### src/udgs_defines.svh
/*
  register offsets, field positions, reset values and widths of the
  usb device global-state block.
  assumes an 8-bit byte address taken from the low bits of paddr.
*/
`ifndef UDGS_DEFINES_SVH
`define UDGS_DEFINES_SVH

// ****************************************
// offsets
// ****************************************
`define UDGS_OFF_FRAME   8'h00
`define UDGS_OFF_GLB     8'h04
`define UDGS_OFF_FADDR   8'h08
`define UDGS_OFF_IEN     8'h10
`define UDGS_OFF_IDIS    8'h14
`define UDGS_OFF_IMASK   8'h18
`define UDGS_OFF_ISTAT   8'h1C
`define UDGS_OFF_ICLR    8'h20
`define UDGS_OFF_EPRST   8'h28
`define UDGS_OFF_EPCS    8'h30
`define UDGS_OFF_EPFD    8'h50
`define UDGS_OFF_XCVR    8'h74

// ****************************************
// fields
// ****************************************
`define UDGS_FRM_W       11
`define UDGS_BIT_FERR    16
`define UDGS_BIT_FOK     17
`define UDGS_BIT_ADDR    0
`define UDGS_BIT_CONF    1
`define UDGS_BIT_SRE     2
`define UDGS_BIT_RSM     3
`define UDGS_BIT_RWK     4
`define UDGS_DEVADDR_W   7
`define UDGS_BIT_FUNC_EN 8
`define UDGS_IRQ_W       14
`define UDGS_BIT_HOST_RSM 9
`define UDGS_BIT_SOF     11
`define UDGS_BIT_ENDRST  12
`define UDGS_BIT_WAKE    13

// ****************************************
// reset values
// ****************************************
`define UDGS_RST_GLB     32'h0000_0010
`define UDGS_RST_FADDR   32'h0000_0100
`define UDGS_RST_IMASK   14'h1200
`define UDGS_RST_WORD    32'h0000_0000

`endif

### src/udgs_pkg.sv
/*
  types of the usb device global-state block.
  assumes udgs_defines.svh is on the include path.
*/
package udgs_pkg;

  // ****************************************
  // apb access phase states, gray along the path
  // ****************************************
  typedef enum logic [0:0] {
    UDGS_IDLE = 1'b0,
    UDGS_ACK  = 1'b1
  } udgs_apb_t;

  typedef logic [31:0] udgs_word_t;

endpackage

### src/udgs_regs.sv
/*
  usb device global-state registers: frame capture, device state,
  remote wake-up, function address and the register map, on apb.
  assumes the link-side strobes are one-cycle pulses synchronous to pclk
  and that software keeps its own duties on the wake-up flags.
*/
`include "udgs_defines.svh"

// Functional notes
// - set wake and send-resume bits: device drives k-state
// - endpoint control words from 0x030 step four
// - endpoint fifo words from 0x050 step four
// - frame number captured at every sof end
// - frame error set at bad end, cleared pid
// - frame good set at clean end, cleared pid
// - sof status rises at pid, not end
// - address state: write one sets, reset clears
// - configured bit follows written value
// - send-resume enable gates wake and pin
// - resume in progress set on host resume with both enables set
// - k-state only when both enables set
// - seven-bit address, reset zero, firmware written
// - function enable bit resets to one and only drives function_enable_q
module udgs_regs
  import udgs_pkg::*;
#(
  parameter int NUM_EP = 4
)
(
  input  wire logic                   pclk,
  input  wire logic                   presetn,
  input  wire logic                   ce,
  input  wire logic                   psel,
  input  wire logic                   penable,
  input  wire logic                   pwrite,
  input  wire logic [7:0]             paddr,
  input  wire udgs_pkg::udgs_word_t   pwdata,
  output logic                        pready_q,
  output udgs_pkg::udgs_word_t        prdata_q,
  input  wire logic                   sof_pid_pulse,
  input  wire logic                   frame_packet_end,
  input  wire logic                   sof_crc_err,
  input  wire logic [`UDGS_FRM_W-1:0] sof_frame_in,
  input  wire logic                   host_resume_irq,
  input  wire logic                   bus_reset_end,
  output logic                        kstate_drive_q,
  output logic                        send_resume_pin_en_q,
  output logic                        function_enable_q,
  output logic [`UDGS_DEVADDR_W-1:0]  device_address_q,
  output logic                        address_state_q,
  output logic                        configured_q
);
  import udgs_pkg::*;

  // ****************************************
  // parameter check
  // ****************************************
  generate
    if (NUM_EP < 1 || NUM_EP > 8)
    begin : g_bad_ep
      $error("NUM_EP must lie between 1 and 8");
    end
  endgenerate

  // ****************************************
  // apb slave
  // ****************************************
  udgs_apb_t apb_q;
  logic      acc;
  logic      wr_fire;
  logic      glb_wr;
  logic      fad_wr;
  udgs_word_t rd_d;

  assign acc     = psel && penable;
  assign wr_fire = ce && acc && pready_q && pwrite;
  assign glb_wr  = wr_fire && (paddr == `UDGS_OFF_GLB);
  assign fad_wr  = wr_fire && (paddr == `UDGS_OFF_FADDR);

  // one wait state keeps prdata straight from a flop
  always_ff @(posedge pclk or negedge presetn)
  begin
    if (!presetn)
    begin
      apb_q    <= UDGS_IDLE;
      pready_q <= 1'b0;
      prdata_q <= `UDGS_RST_WORD;
    end
    else if (ce)
    begin
      case (apb_q)
        UDGS_IDLE:
        begin
          if (acc)
          begin
            apb_q    <= UDGS_ACK;
            pready_q <= 1'b1;
            prdata_q <= pwrite ? `UDGS_RST_WORD : rd_d;
          end
        end
        UDGS_ACK:
        begin
          apb_q    <= UDGS_IDLE;
          pready_q <= 1'b0;
        end
        default:
        begin
          apb_q    <= UDGS_IDLE;
          pready_q <= 1'b0;
        end
      endcase
    end
  end

  // ****************************************
  // frame number capture
  // ****************************************
  logic [`UDGS_FRM_W-1:0] frame_q;
  logic                   ferr_q;
  logic                   fok_q;

  always_ff @(posedge pclk or negedge presetn)
  begin
    if (!presetn)
      frame_q <= '0;
    else if (ce && frame_packet_end)
      frame_q <= sof_frame_in;
  end

  // the end of packet wins over a pid in the same cycle
  always_ff @(posedge pclk or negedge presetn)
  begin
    if (!presetn)
    begin
      ferr_q <= 1'b0;
      fok_q  <= 1'b0;
    end
    else if (ce)
    begin
      if (frame_packet_end)
      begin
        ferr_q <= sof_crc_err;
        fok_q  <= !sof_crc_err;
      end
      else if (sof_pid_pulse)
      begin
        ferr_q <= 1'b0;
        fok_q  <= 1'b0;
      end
    end
  end

  // ****************************************
  // global state
  // ****************************************
  logic resume_en_q;
  logic rsm_q;
  logic rwk_q;

  always_ff @(posedge pclk or negedge presetn)
  begin
    if (!presetn)
    begin
      address_state_q <= 1'(`UDGS_RST_GLB >> `UDGS_BIT_ADDR);
      configured_q    <= 1'(`UDGS_RST_GLB >> `UDGS_BIT_CONF);
      resume_en_q     <= 1'(`UDGS_RST_GLB >> `UDGS_BIT_SRE);
      rwk_q           <= 1'(`UDGS_RST_GLB >> `UDGS_BIT_RWK);
    end
    else if (glb_wr)
    begin
      // a zero cannot leave address state
      if (pwdata[`UDGS_BIT_ADDR])
        address_state_q <= 1'b1;
      configured_q <= pwdata[`UDGS_BIT_CONF];
      resume_en_q  <= pwdata[`UDGS_BIT_SRE];
      rwk_q        <= pwdata[`UDGS_BIT_RWK];
    end
  end

  // resume seen while waking; dropped when software ends the wake
  always_ff @(posedge pclk or negedge presetn)
  begin
    if (!presetn)
      rsm_q <= 1'(`UDGS_RST_GLB >> `UDGS_BIT_RSM);
    else if (ce)
    begin
      if (host_resume_irq && rwk_q && resume_en_q)
        rsm_q <= 1'b1;
      else if (glb_wr && !pwdata[`UDGS_BIT_RWK])
        rsm_q <= 1'b0;
    end
  end

  always_ff @(posedge pclk or negedge presetn)
  begin
    if (!presetn)
    begin
      kstate_drive_q       <= 1'b0;
      send_resume_pin_en_q <= 1'b0;
    end
    else if (ce)
    begin
      kstate_drive_q       <= rwk_q && resume_en_q;
      send_resume_pin_en_q <= resume_en_q;
    end
  end

  // ****************************************
  // function address
  // ****************************************
  always_ff @(posedge pclk or negedge presetn)
  begin
    if (!presetn)
    begin
      device_address_q  <= (`UDGS_DEVADDR_W)'(`UDGS_RST_FADDR);
      function_enable_q <= 1'(`UDGS_RST_FADDR >> `UDGS_BIT_FUNC_EN);
    end
    else if (fad_wr)
    begin
      device_address_q  <= pwdata[`UDGS_DEVADDR_W-1:0];
      function_enable_q <= pwdata[`UDGS_BIT_FUNC_EN];
    end
  end

  // ****************************************
  // interrupt mask and status
  // ****************************************
  logic [`UDGS_IRQ_W-1:0] imask_q;
  logic [`UDGS_IRQ_W-1:0] istat_q;
  logic [`UDGS_IRQ_W-1:0] iset;

  always_ff @(posedge pclk or negedge presetn)
  begin
    if (!presetn)
      imask_q <= `UDGS_RST_IMASK;
    else if (wr_fire && paddr == `UDGS_OFF_IEN)
      imask_q <= imask_q | pwdata[`UDGS_IRQ_W-1:0];
    else if (wr_fire && paddr == `UDGS_OFF_IDIS)
      imask_q <= imask_q & ~pwdata[`UDGS_IRQ_W-1:0];
  end

  always_comb
  begin
    iset                  = '0;
    iset[`UDGS_BIT_SOF]   = sof_pid_pulse;
    iset[`UDGS_BIT_HOST_RSM] = host_resume_irq;
    iset[`UDGS_BIT_WAKE]     = host_resume_irq;
    iset[`UDGS_BIT_ENDRST]   = bus_reset_end;
  end

  // a new event beats a clear written in the same cycle
  always_ff @(posedge pclk or negedge presetn)
  begin
    if (!presetn)
      istat_q <= '0;
    else if (ce)
    begin
      if (wr_fire && paddr == `UDGS_OFF_ICLR)
        istat_q <= (istat_q & ~pwdata[`UDGS_IRQ_W-1:0]) | iset;
      else
        istat_q <= istat_q | iset;
    end
  end

  // ****************************************
  // plain storage: endpoint words, reset, transceiver
  // ****************************************
  udgs_word_t eprst_q;
  udgs_word_t xcvr_q;
  udgs_word_t epcs_q [NUM_EP];
  udgs_word_t epfd_q [NUM_EP];

  always_ff @(posedge pclk or negedge presetn)
  begin
    if (!presetn)
    begin
      eprst_q <= `UDGS_RST_WORD;
      xcvr_q  <= `UDGS_RST_WORD;
    end
    else if (wr_fire)
    begin
      if (paddr == `UDGS_OFF_EPRST)
        eprst_q <= pwdata;
      if (paddr == `UDGS_OFF_XCVR)
        xcvr_q <= pwdata;
    end
  end

  generate
    for (genvar e = 0; e < NUM_EP; e++)
    begin : g_ep
      localparam logic [7:0] CS_A = `UDGS_OFF_EPCS + 8'(4 * e);
      localparam logic [7:0] FD_A = `UDGS_OFF_EPFD + 8'(4 * e);
      always_ff @(posedge pclk or negedge presetn)
      begin
        if (!presetn)
        begin
          epcs_q[e] <= `UDGS_RST_WORD;
          epfd_q[e] <= `UDGS_RST_WORD;
        end
        else if (wr_fire)
        begin
          if (paddr == CS_A)
            epcs_q[e] <= pwdata;
          if (paddr == FD_A)
            epfd_q[e] <= pwdata;
        end
      end
    end
  endgenerate

  // ****************************************
  // read mux
  // ****************************************
  always_comb
  begin
    rd_d = '0;
    case (paddr)
      `UDGS_OFF_FRAME:
      begin
        rd_d[`UDGS_FRM_W-1:0] = frame_q;
        rd_d[`UDGS_BIT_FERR]  = ferr_q;
        rd_d[`UDGS_BIT_FOK]   = fok_q;
      end
      `UDGS_OFF_GLB:
      begin
        rd_d[`UDGS_BIT_ADDR] = address_state_q;
        rd_d[`UDGS_BIT_CONF] = configured_q;
        rd_d[`UDGS_BIT_SRE]  = resume_en_q;
        rd_d[`UDGS_BIT_RSM]  = rsm_q;
        rd_d[`UDGS_BIT_RWK]  = rwk_q;
      end
      `UDGS_OFF_FADDR:
      begin
        rd_d[`UDGS_DEVADDR_W-1:0] = device_address_q;
        rd_d[`UDGS_BIT_FUNC_EN]   = function_enable_q;
      end
      `UDGS_OFF_IMASK: rd_d[`UDGS_IRQ_W-1:0] = imask_q;
      `UDGS_OFF_ISTAT: rd_d[`UDGS_IRQ_W-1:0] = istat_q;
      `UDGS_OFF_EPRST: rd_d = eprst_q;
      `UDGS_OFF_XCVR:  rd_d = xcvr_q;
      default:
      begin
        for (int i = 0; i < NUM_EP; i++)
        begin
          if (paddr == `UDGS_OFF_EPCS + 8'(4 * i))
            rd_d = epcs_q[i];
          if (paddr == `UDGS_OFF_EPFD + 8'(4 * i))
            rd_d = epfd_q[i];
        end
      end
    endcase
  end
endmodule // udgs_regs

### config.mk
export PLATFORM = sky130hd
export DESIGN_NAME = udgs_regs
export DESIGN_NICKNAME = d
export VERILOG_FILES = /design/src/udgs_pkg.sv /design/src/udgs_regs.sv
export VERILOG_INCLUDE_DIRS = /design/src
export SDC_FILE = /design/constraint.sdc
export NUM_CORES = 1
export LEC_CHECK = 0
export BUFFER_PORTS_ARGS = -buffer_cell sky130_fd_sc_hd__buf_2
export CAP_MARGIN = 25
export CORE_MARGIN = 2
export CORE_UTILIZATION = 25
export DETAILED_ROUTE_END_ITERATION = 12
export GPL_TIMING_DRIVEN = 1
export PLACE_DENSITY = 0.46
export RECOVER_POWER = 25
export SLEW_MARGIN = 30
export SYNTH_ARGS = -nofsm -noshare
export SYNTH_HDL_FRONTEND = slang
export SYNTH_SLANG_ARGS = --single-unit
### constraint.sdc
create_clock -name pclk -period 1.7 [get_ports pclk]
set_input_delay 0.255 -clock pclk [delete_from_list [all_inputs] [get_ports pclk]]
set_output_delay 0.255 -clock pclk [all_outputs]
set_load 0.005 [all_outputs]
After elaboration in Yosys (flattened, before gate mapping)
Cells that the tools add are included.
{"block": "word_totals", "reg_bits": 410, "input_bits": 62, "elab_cells": 121}
{"block": "op_classes", "n_eq_ne": 18, "mux": 30, "bitwise_logic": 7, "reduce_logical": 39}
{"cell": "$mux W32", "n": 9}
{"cell": "$eq A8 B6 Y1 const B", "n": 6}
{"cell": "$mux W14", "n": 3}
{"cell": "$or A14 B14 Y14", "n": 3}
{"cell": "$pmux W14 S3", "n": 1}
{"cell": "$eq A8 B7 Y1 const B", "n": 5}
{"cell": "$pmux W5 S7", "n": 1}
{"cell": "$eq A8 B5 Y1 const B", "n": 4}
{"cell": "$and A14 B14 Y14", "n": 2}
{"cell": "$reduce_and A2 Y1", "n": 14}
{"cell": "$pmux W3 S5", "n": 1}
{"cell": "$logic_and A1 B1 Y1", "n": 14}
{"cell": "$not A14 Y14", "n": 1}
{"cell": "$pmux W2 S7", "n": 1}
{"cell": "$pmux W2 S6", "n": 1}
{"cell": "$eq A8 B3 Y1 const B", "n": 1}
{"cell": "$eq A8 B4 Y1 const B", "n": 1}
{"cell": "$logic_not A8 Y1", "n": 1}
{"cell": "$pmux W2 S4", "n": 1}
{"cell": "$mux W1", "n": 7}
{"cell": "$pmux W1 S7", "n": 1}
{"cell": "$pmux W1 S6", "n": 1}
{"cell": "$pmux W2 S3", "n": 1}
{"cell": "$reduce_bool A2 Y1", "n": 3}
{"cell": "other kinds (9)", "n": 11}

Longest topological paths before layout
Gate-level depths: netlist of the first run.
{"block": "logic_depth", "ltp_word": 11, "depth_mapped": 9, "depth_no_buf": 6}

Worst setup path before layout of the first run
Ideal clock, no wire load.
{"block": "synth_path", "path_type": "in2reg", "start": "in paddr[1]", "end": "reg xcvr_q[14]", "arrival_ns": 1.939, "required_ns": 1.575, "path_slack_ns": -0.364, "path_stages": 7, "path_buffers": 3, "path_cell_list": "buf_2 > or4b_4 > nor3_4 > nor2b_1 > buf_2 > buf_4 > mux2_2"}
{"block": "synth_via", "elab_chain_len": 2}
{"element": "start, declared", "line": "udgs_regs.sv:36", "text": "input wire logic [7:0] paddr,"}
{"element": "$eq A8 B7 Y1"}
{"element": "$reduce_and A2 Y1 (no line)"}
{"element": "end signal, assigned", "line": "udgs_regs.sv:278", "text": "xcvr_q <= `UDGS_RST_WORD;"}
{"element": "end signal, assigned", "line": "udgs_regs.sv:285", "text": "xcvr_q <= pwdata;"}
{"element": "end, declared", "line": "udgs_regs.sv:269", "text": "udgs_word_t xcvr_q;"}
Every way passes these cells.
A chain may end at the register's enable or synchronous reset.

Worst setup path after layout of the first run
{"block": "layout_path", "start": "reg pready_q", "end": "reg epfd_q[8] in the netlist's numbering"}
{"block": "layout_via", "elab_chain_len": 3}
{"element": "start, declared", "line": "udgs_regs.sv:38", "text": "output logic pready_q,"}
{"element": "start signal, assigned", "line": "udgs_regs.sv:86", "text": "pready_q <= 1'b0;"}
{"element": "start signal, assigned", "line": "udgs_regs.sv:97", "text": "pready_q <= 1'b1;"}
{"element": "start signal, assigned", "line": "udgs_regs.sv:104", "text": "pready_q <= 1'b0;"}
{"element": "$logic_and A1 B1 Y1 (2 in series)", "line": "udgs_regs.sv:76", "text": "assign wr_fire = ce && acc && pready_q && pwrite;"}
{"element": "$reduce_and A2 Y1 (no line)"}
{"element": "end signal, assigned by index", "line": "udgs_regs.sv:299", "text": "epfd_q[e] <= `UDGS_RST_WORD;"}
{"element": "end signal, assigned by index", "line": "udgs_regs.sv:306", "text": "epfd_q[e] <= pwdata;"}
{"element": "end, declared", "line": "udgs_regs.sv:271", "text": "udgs_word_t epfd_q [NUM_EP];"}
Every way passes these cells.

==> impl_metrics.json, run 1 <==
{
  "dp_slack_ns": -0.686,
  "rr_worst_depth": 6,
  "clock_path_buffers": 3,
  "rr_endpoint": "epfd_q[8]",
  "required_ns": 2.17,
  "grt_max_degree": 75,
  "clockPowerShare_pct": 47.7,
  "yosysSeqAreaShare_pct": 54.2,
  "comb_power_share_pct": 6.8,
  "setup_tns_ns": 0,
  "worst_slack_ns": 0.0235,
  "p_seq_share_pct": 45.6,
  "yosysMostFrequentCell": "dfrtp_1",
  "num_vias": 14100,
  "synthTopCellsByCount": "406 x dfrtp_1, 331 x mux2_2, 81 x nand2_1",
  "routed_wl_mm": 66.5,
  "synth_area_leaders": "dfrtp_1 54%, mux2_2 20%, o22ai_1 2.2%, a22oi_1 2.1%, a21oi_1 2.0%",
  "syn_area_mm2": 0.0190,
  "die-area_mm2": 0.0780,
  "status": "finished, final reports clean",
  "start_util_pct": 25.4,
  "ant_nets": 0,
  "finish.instance_area_mm2": 0.0245,
  "clk_pin_slew_worst_paths_ns": 0.06,
  "hold_depth": 2,
  "hold_viol": 0,
  "track_usage_pct": 16.5,
  "syn_inst": 1535,
  "cts_root_buffer": "clkbuf_16",
  "switching_share_pct": 24.0,
  "internal_power_mw": 16.6,
  "dr_wl_met3_mm": 3.72,
  "ys.flop_type": "dfrtp_1",
  "cts_sinks": 410,
  "drt-initial-drc-count": 1046,
  "p_switching_mw": 5.25,
  "clock.fmax_mhz": 596,
  "synth_seq_cells": 410,
  "yosys_warnings": 0,
  "synth.avg_cell_area_um2": 12.3,
  "drive_gt1_share_pct": 43.0,
  "hpwl_mm": 45.4,
  "grt-ovfl-total": 0,
  "coreArea_mm2": 0.0747,
  "die_w_um": 279,
  "critical_path_class": "reg -> reg",
  "grt_pass1_wl_mm": 97.1,
  "cts_inserted_buffers": 45,
  "cp_max_fo": 13,
  "first_global_vias": 14800,
  "clk_latency_ns": 0.60,
  "worst_pin_slew_ns": 1.03,
  "cts_tree": "built",
  "crit_arrival_ns": 2.14,
  "rows": 100,
  "syn_to_final_growth_pct": 29.3,
  "routedWlPerCell_um": 23.6,
  "final.min_clock_period_ns": 1.68,
  "holdPathEnd": "epfd_q[93]",
  "layout.nets": 1873,
  "rr_startpoint": "pready_q",
  "min_from": "pwdata[29]",
  "grt_antenna_before_repair": 8,
  "ys_types": 65,
  "end_kind": "flop",
  "dpl_cell_area_mm2": 0.0225,
  "hp-class": "in -> reg",
  "r2r_slack_ns": 0.02,
  "min_period_over_period_pct": 98.6,
  "drc": 0,
  "synth.largest_area_cell": "dfrtp_1",
  "htreeDepth": 2,
  "powerDensity_mw_per_mm2": 892,
  "irDropWorstVdd_mv": 0.699,
  "io_pins": 107,
  "met1_length_mm": 29.3,
  "place.gp.congestion": 0.823,
  "final-max-slew-violation-count": 0,
  "syn-num-nets": 1597,
  "post_drt_via_cell_ratio": 5.02,
  "fin_worst_skew_ns": 0.0284,
  "synth_edf_count": 0,
  "die_y_um": 279,
  "wl_met2_mm": 31.5,
  "synth_top_area_share_pct": 53.6,
  "setup_viol": 0,
  "slew_headroom_pct": 31.2,
  "async_flop_share_pct": 100,
  "dr.pass1.iters": 6,
  "p_leak_nw": 11.5,
  "fillers": 7359,
  "highest_layer": "met5",
  "portBuffers": 106,
  "start_kind": "flop",
  "max_cap_viol_count": 0
}
state kept, by name, indices dropped and copies added (netlist names), named ones only:
signal / cells
prdata_q: 32
frame_q: 11
rwk_q: 1
apb_q: 1
epfd_q: 128
istat_q: 14
kstate_drive_q: 1
send_resume_pin_en_q: 1
function_enable_q: 1
epcs_q: 128
xcvr_q: 32
configured_q: 1
device_address_q: 7
eprst_q: 32
fok_q: 1
ferr_q: 1
resume_en_q: 1
rsm_q: 1
address_state_q: 1
pready_q: 1
through the flow:
step / std cells / total power [mW] / hold slack [ns] / utilization (%)
2_1_floorplan: 1535 / 10.6 / -0.0406 / -
3_3_place_gp: 2702 / 11.6 / 0.160 / 30.2
3_5_place_dp: 2702 / 11.6 / 0.159 / 30.2
4_1_cts: 2808 / 22.1 / 0.00466 / 32.6
5_1_grt: 2818 / 22.6 / 0.0171 / 32.8
6_report: 2818 / 21.8 / 0.0337 / 32.8
worst max path at each step:
stage          slack, ns           end      from
6_report            0.02     epfd_q[8]  pready_q
5_1_grt            -0.02  prdata_q[10]     apb_q
4_1_cts           -0.003    epfd_q[22]  pready_q
3_5_place_dp       -0.69  prdata_q[20]  paddr[0]
3_3_place_gp       -0.69   prdata_q[4]  paddr[4]
2_1_floorplan      -0.30     xcvr_q[0]  paddr[0]
power groups by stage:
stage,logic [mW],registers [mW],clock network (mW)
final,1.48,9.95,10.4
after CTS,1.50,9.95,10.7
after global placement,1.43,10.1,0
after detailed placement,1.45,10.1,0
after global routing,1.60,9.95,11.0
after floorplan,0.537,10.1,0
routing by layer:
layer / track usage [%] / vias up
li1: - / 6335
met1: 21.9 / 7303
met2: 26.9 / 361
met3: 3.18 / 125
met4: 5.25 / 12
met5: 0 / -
what timing repair did:
item	4_1_cts	5_1_grt
hold buffers	18	0
setup buffers	3	4
resized for setup	14	18
hold endpoints to repair	349	0
endpoints found under the setup margin	84	132
gates cloned	1	5
pin swaps	1	8
cell usage in the layout, fill, tap and decap left out, types with 11 or more instances in the layout:
master	netlist	layout
o22ai_1	66	66
o21ai_0	63	57
a22o_1	18	18
a21oi_1	75	70
a32o_1	14	14
nor3_4	3	11
a21o_1	11	11
mux2_2	331	297
nand2_1	81	79
clkbuf_1	55	18
clkbuf_16	0	49
dlygate4sd3_1	0	18
buf_2	53	105
a221oi_1	19	17
buf_12	0	38
dfrtp_1	406	406
mux2i_1	17	17
mux2_4	0	39
nor3_1	14	12
mux2_1	24	19
nand3_1	14	13
a22oi_1	53	53
buf_4	21	174
nor2_1	47	40
cell type report:
class / count / area [um^2] / share of cell area [%]
flip-flops and latches: 410 / 10300 / 41.9
multi-input cells: 990 / 8410 / 34.3
repair buffers: 360 / 3050 / 12.4
clock buffers: 67 / 1290 / 5.26
well taps: 969 / 1210 / 4.95
clock inverters: 17 / 260 / 1.06
inverters: 4 / 15.0 / 0.0613
diodes: 1 / 2.50 / 0.0102
cells by family (layout without fill, tap and decap cells):
group           after synthesis  count (layout)  share of synthesized area [%]
compound gates              398             398                           14.3
buf+inv                     135             448                           3.44
flops                       410             410                           54.2
mux                         372             372                           22.0
other cells                   0               1                              0
simple gates                220             220                           6.07
critical path, stage by stage (launching register included):
cell     delay, ns
dfrtp_1       0.36
nand3_2       0.09
buf_12        0.17
nor3_4        0.21
buf_12        0.16
buf_8         0.21
mux2_2        0.36
(Power assumes the default switching activity.)
==> inputs of run 2 (changes only) <==
- HOLD_SLACK_MARGIN: default -> 0.12
- PLACE_DENSITY: 0.46 -> 0.44
- clock period: 1.7 -> 1.95 ns (I/O delays scaled with it)
==> run 2 against run 1 <==
Via count shrank 1.5%; non-clock buffer count down 15; final cell count shrank 0.67%; sequential power down 13%; clock skew down 0.012 ns; global-route usage is 0.18 points lower; worst hold slack improved by 0.12 ns; worst setup slack gained 0.070 ns; sequential share of layout area up 0.84 points; design area is 2.0% lower; combinational power shrank 15%; die area did not move; largest cell class unchanged.
==> impl_metrics.json, run 2 (synthesized netlist as in run 1, its figures left out) <==
{
  "worst_pin_slew_ns": 0.866,
  "die_y_um": 279,
  "clk_latency_ns": 0.58,
  "top_regs": "epcs_q x128, epfd_q x128",
  "highest_layer": "met5",
  "cts_sinks": 410,
  "syn_to_final_growth_pct": 26.7,
  "p_leak_nw": 11.2,
  "num_vias": 13900,
  "cp_max_fo": 12,
  "grt_antenna_before_repair": 1,
  "antennaDiodeCount": 0,
  "rr_endpoint": "epfd_q[29]",
  "worst_slack_ns": 0.0931,
  "irDropWorstVdd_mv": 0.660,
  "clock.fmax_mhz": 539,
  "dp_slack_ns": -0.484,
  "track_usage_pct": 16.3,
  "status": "finished, final reports clean",
  "hpwl_mm": 44.0,
  "critical_path_class": "reg -> reg",
  "grt_pass1_wl_mm": 96.6,
  "slew_headroom_pct": 42.2,
  "htreeDepth": 2,
  "max_stage_delay_ns": 0.39,
  "final_common_cell": "dfrtp_1",
  "crit_arrival_ns": 2.31,
  "cts_inserted_buffers": 47,
  "die-area_mm2": 0.0780,
  "grt_max_degree": 84,
  "drc": 0,
  "hp-class": "in -> reg",
  "cts_root_buffer": "clkbuf_16",
  "fin_worst_skew_ns": 0.0167,
  "layout.nets": 1860,
  "cp.depth": 6,
  "first_global_vias": 14700,
  "critPathLaunch": "pready_q",
  "setup_viol": 0,
  "p_total_mw": 18.7,
  "place.gp.congestion": 0.802,
  "clk_pin_slew_worst_paths_ns": 0.06,
  "routed_wl_mm": 63.2,
  "start_util_pct": 25.4,
  "required_ns": 2.40,
  "io_pins": 107,
  "rr_worst_depth": 6,
  "cp-endpoint": "epfd_q[29]",
  "ant_nets": 0,
  "final-max-slew-violation-count": 0,
  "end_kind": "flop",
  "drt-initial-drc-count": 841,
  "rows": 100,
  "r2r_slack_ns": 0.09,
  "drive_gt1_share_pct": 39.8,
  "start_kind": "flop",
  "max_cap_viol_count": 0,
  "die_w_um": 279,
  "final.min_clock_period_ns": 1.86,
  "cts_tree": "built",
  "final_cell_mix": "406 x dfrtp_1, 306 x mux2_2, 161 x buf_4, 104 x buf_2, 81 x nand2_1",
  "met1_length_mm": 28.7,
  "rsz0062_at_grt": "false",
  "worst-path-buf-inv": 3,
  "dr.pass1.iters": 5,
  "slowest_stage": "dfrtp_1",
  "dr_wl_met3_mm": 2.44,
  "wl_met2_mm": 30.5,
  "hold_viol": 0,
  "routedWlPerCell_um": 22.6,
  "cpMostUsedCell": "buf_12",
  "final_util_pct": 32.2,
  "portBuffers": 106,
  "powerDensity_mw_per_mm2": 777,
  "grt-ovfl-total": 0,
  "critPathTopFamily": "buffers and inverters",
  "min_period_over_period_pct": 95.2,
  "rr_startpoint": "pready_q",
  "coreArea_mm2": 0.0747,
  "clock_path_buffers": 3,
  "post_drt_via_cell_ratio": 4.98,
  "crit_chain": "nand3_1 > buf_12 > nor3_2 > buf_4 > buf_12 > mux2_2"
}
==> run 2: changes by cell type in the layout (fill, tap and decap cells not counted), sizes merged <==
cell         before  now
buf             327  295
bufinv            6    2
clkinv            7    3
clkinvlp          1    0
diode             1    0
dlygate4sd3      18   44
inv               7    4
==> run 2: how the worst min path moves through the flow <==
| stage | start | endpoint | slack (ns) | cells after the start |
|---|---|---|---|---|
| 3_3_place_gp | presetn | xcvr_q[20] | 0.18 | 1 |
| 6_report | pwdata[7] | istat_q[7] | 0.15 | 2 |
| 4_1_cts | penable | pready_q | 0.12 | 3 |
| 3_5_place_dp | presetn | xcvr_q[20] | 0.18 | 1 |
| 5_1_grt | pwdata[0] | istat_q[0] | 0.14 | 2 |
| 2_1_floorplan | presetn | async pin | -0.003 | 0 |
==> run 2: cell type report <==
cell class | instances | area, um^2
inverters | 4 | 15.0
clock buffers | 76 | 1420
clock inverters | 5 | 75.1
fillers | 7423 | 50700
repair buffers | 345 | 2780
flip-flops and latches | 410 | 10300
well taps | 969 | 1210
multi-input cells | 990 | 8250
==> run 2: power breakdown <==
part	total (mW)	leakage (nW)	switching, mW	internal [mW]
clock	8.74	0.730	3.55	5.19
sequential	8.67	5.66	0.0693	8.60
combinational	1.26	4.81	0.796	0.466
==> run 2: routing by layer <==
metal / GRT usage, % / vias up
met5: 0 / -
met4: 4.80 / 2
met3: 2.64 / 83
met2: 27.1 / 261
met1: 21.8 / 7303
li1: - / 6281
==> run 2: stage by stage <==
step	instance area (um^2)	instances	hold slack, ns	TNS (ns)
floorplan	19200	1535	-0.00309	-4.91
global route	24000	2799	0.140	0
detailed placement	22100	2674	0.180	-115.48
global placement	22100	2674	0.178	-117.34
CTS	24100	2799	0.122	0
finish	24000	2799	0.152	0
==> run 2: timing repair <==
item,CTS,global route
setup buffers,0,0
endpoints found under the hold margin,519,0
setup endpoints to repair,0,2
hold buffers,44,0
gates resized for setup,0,1
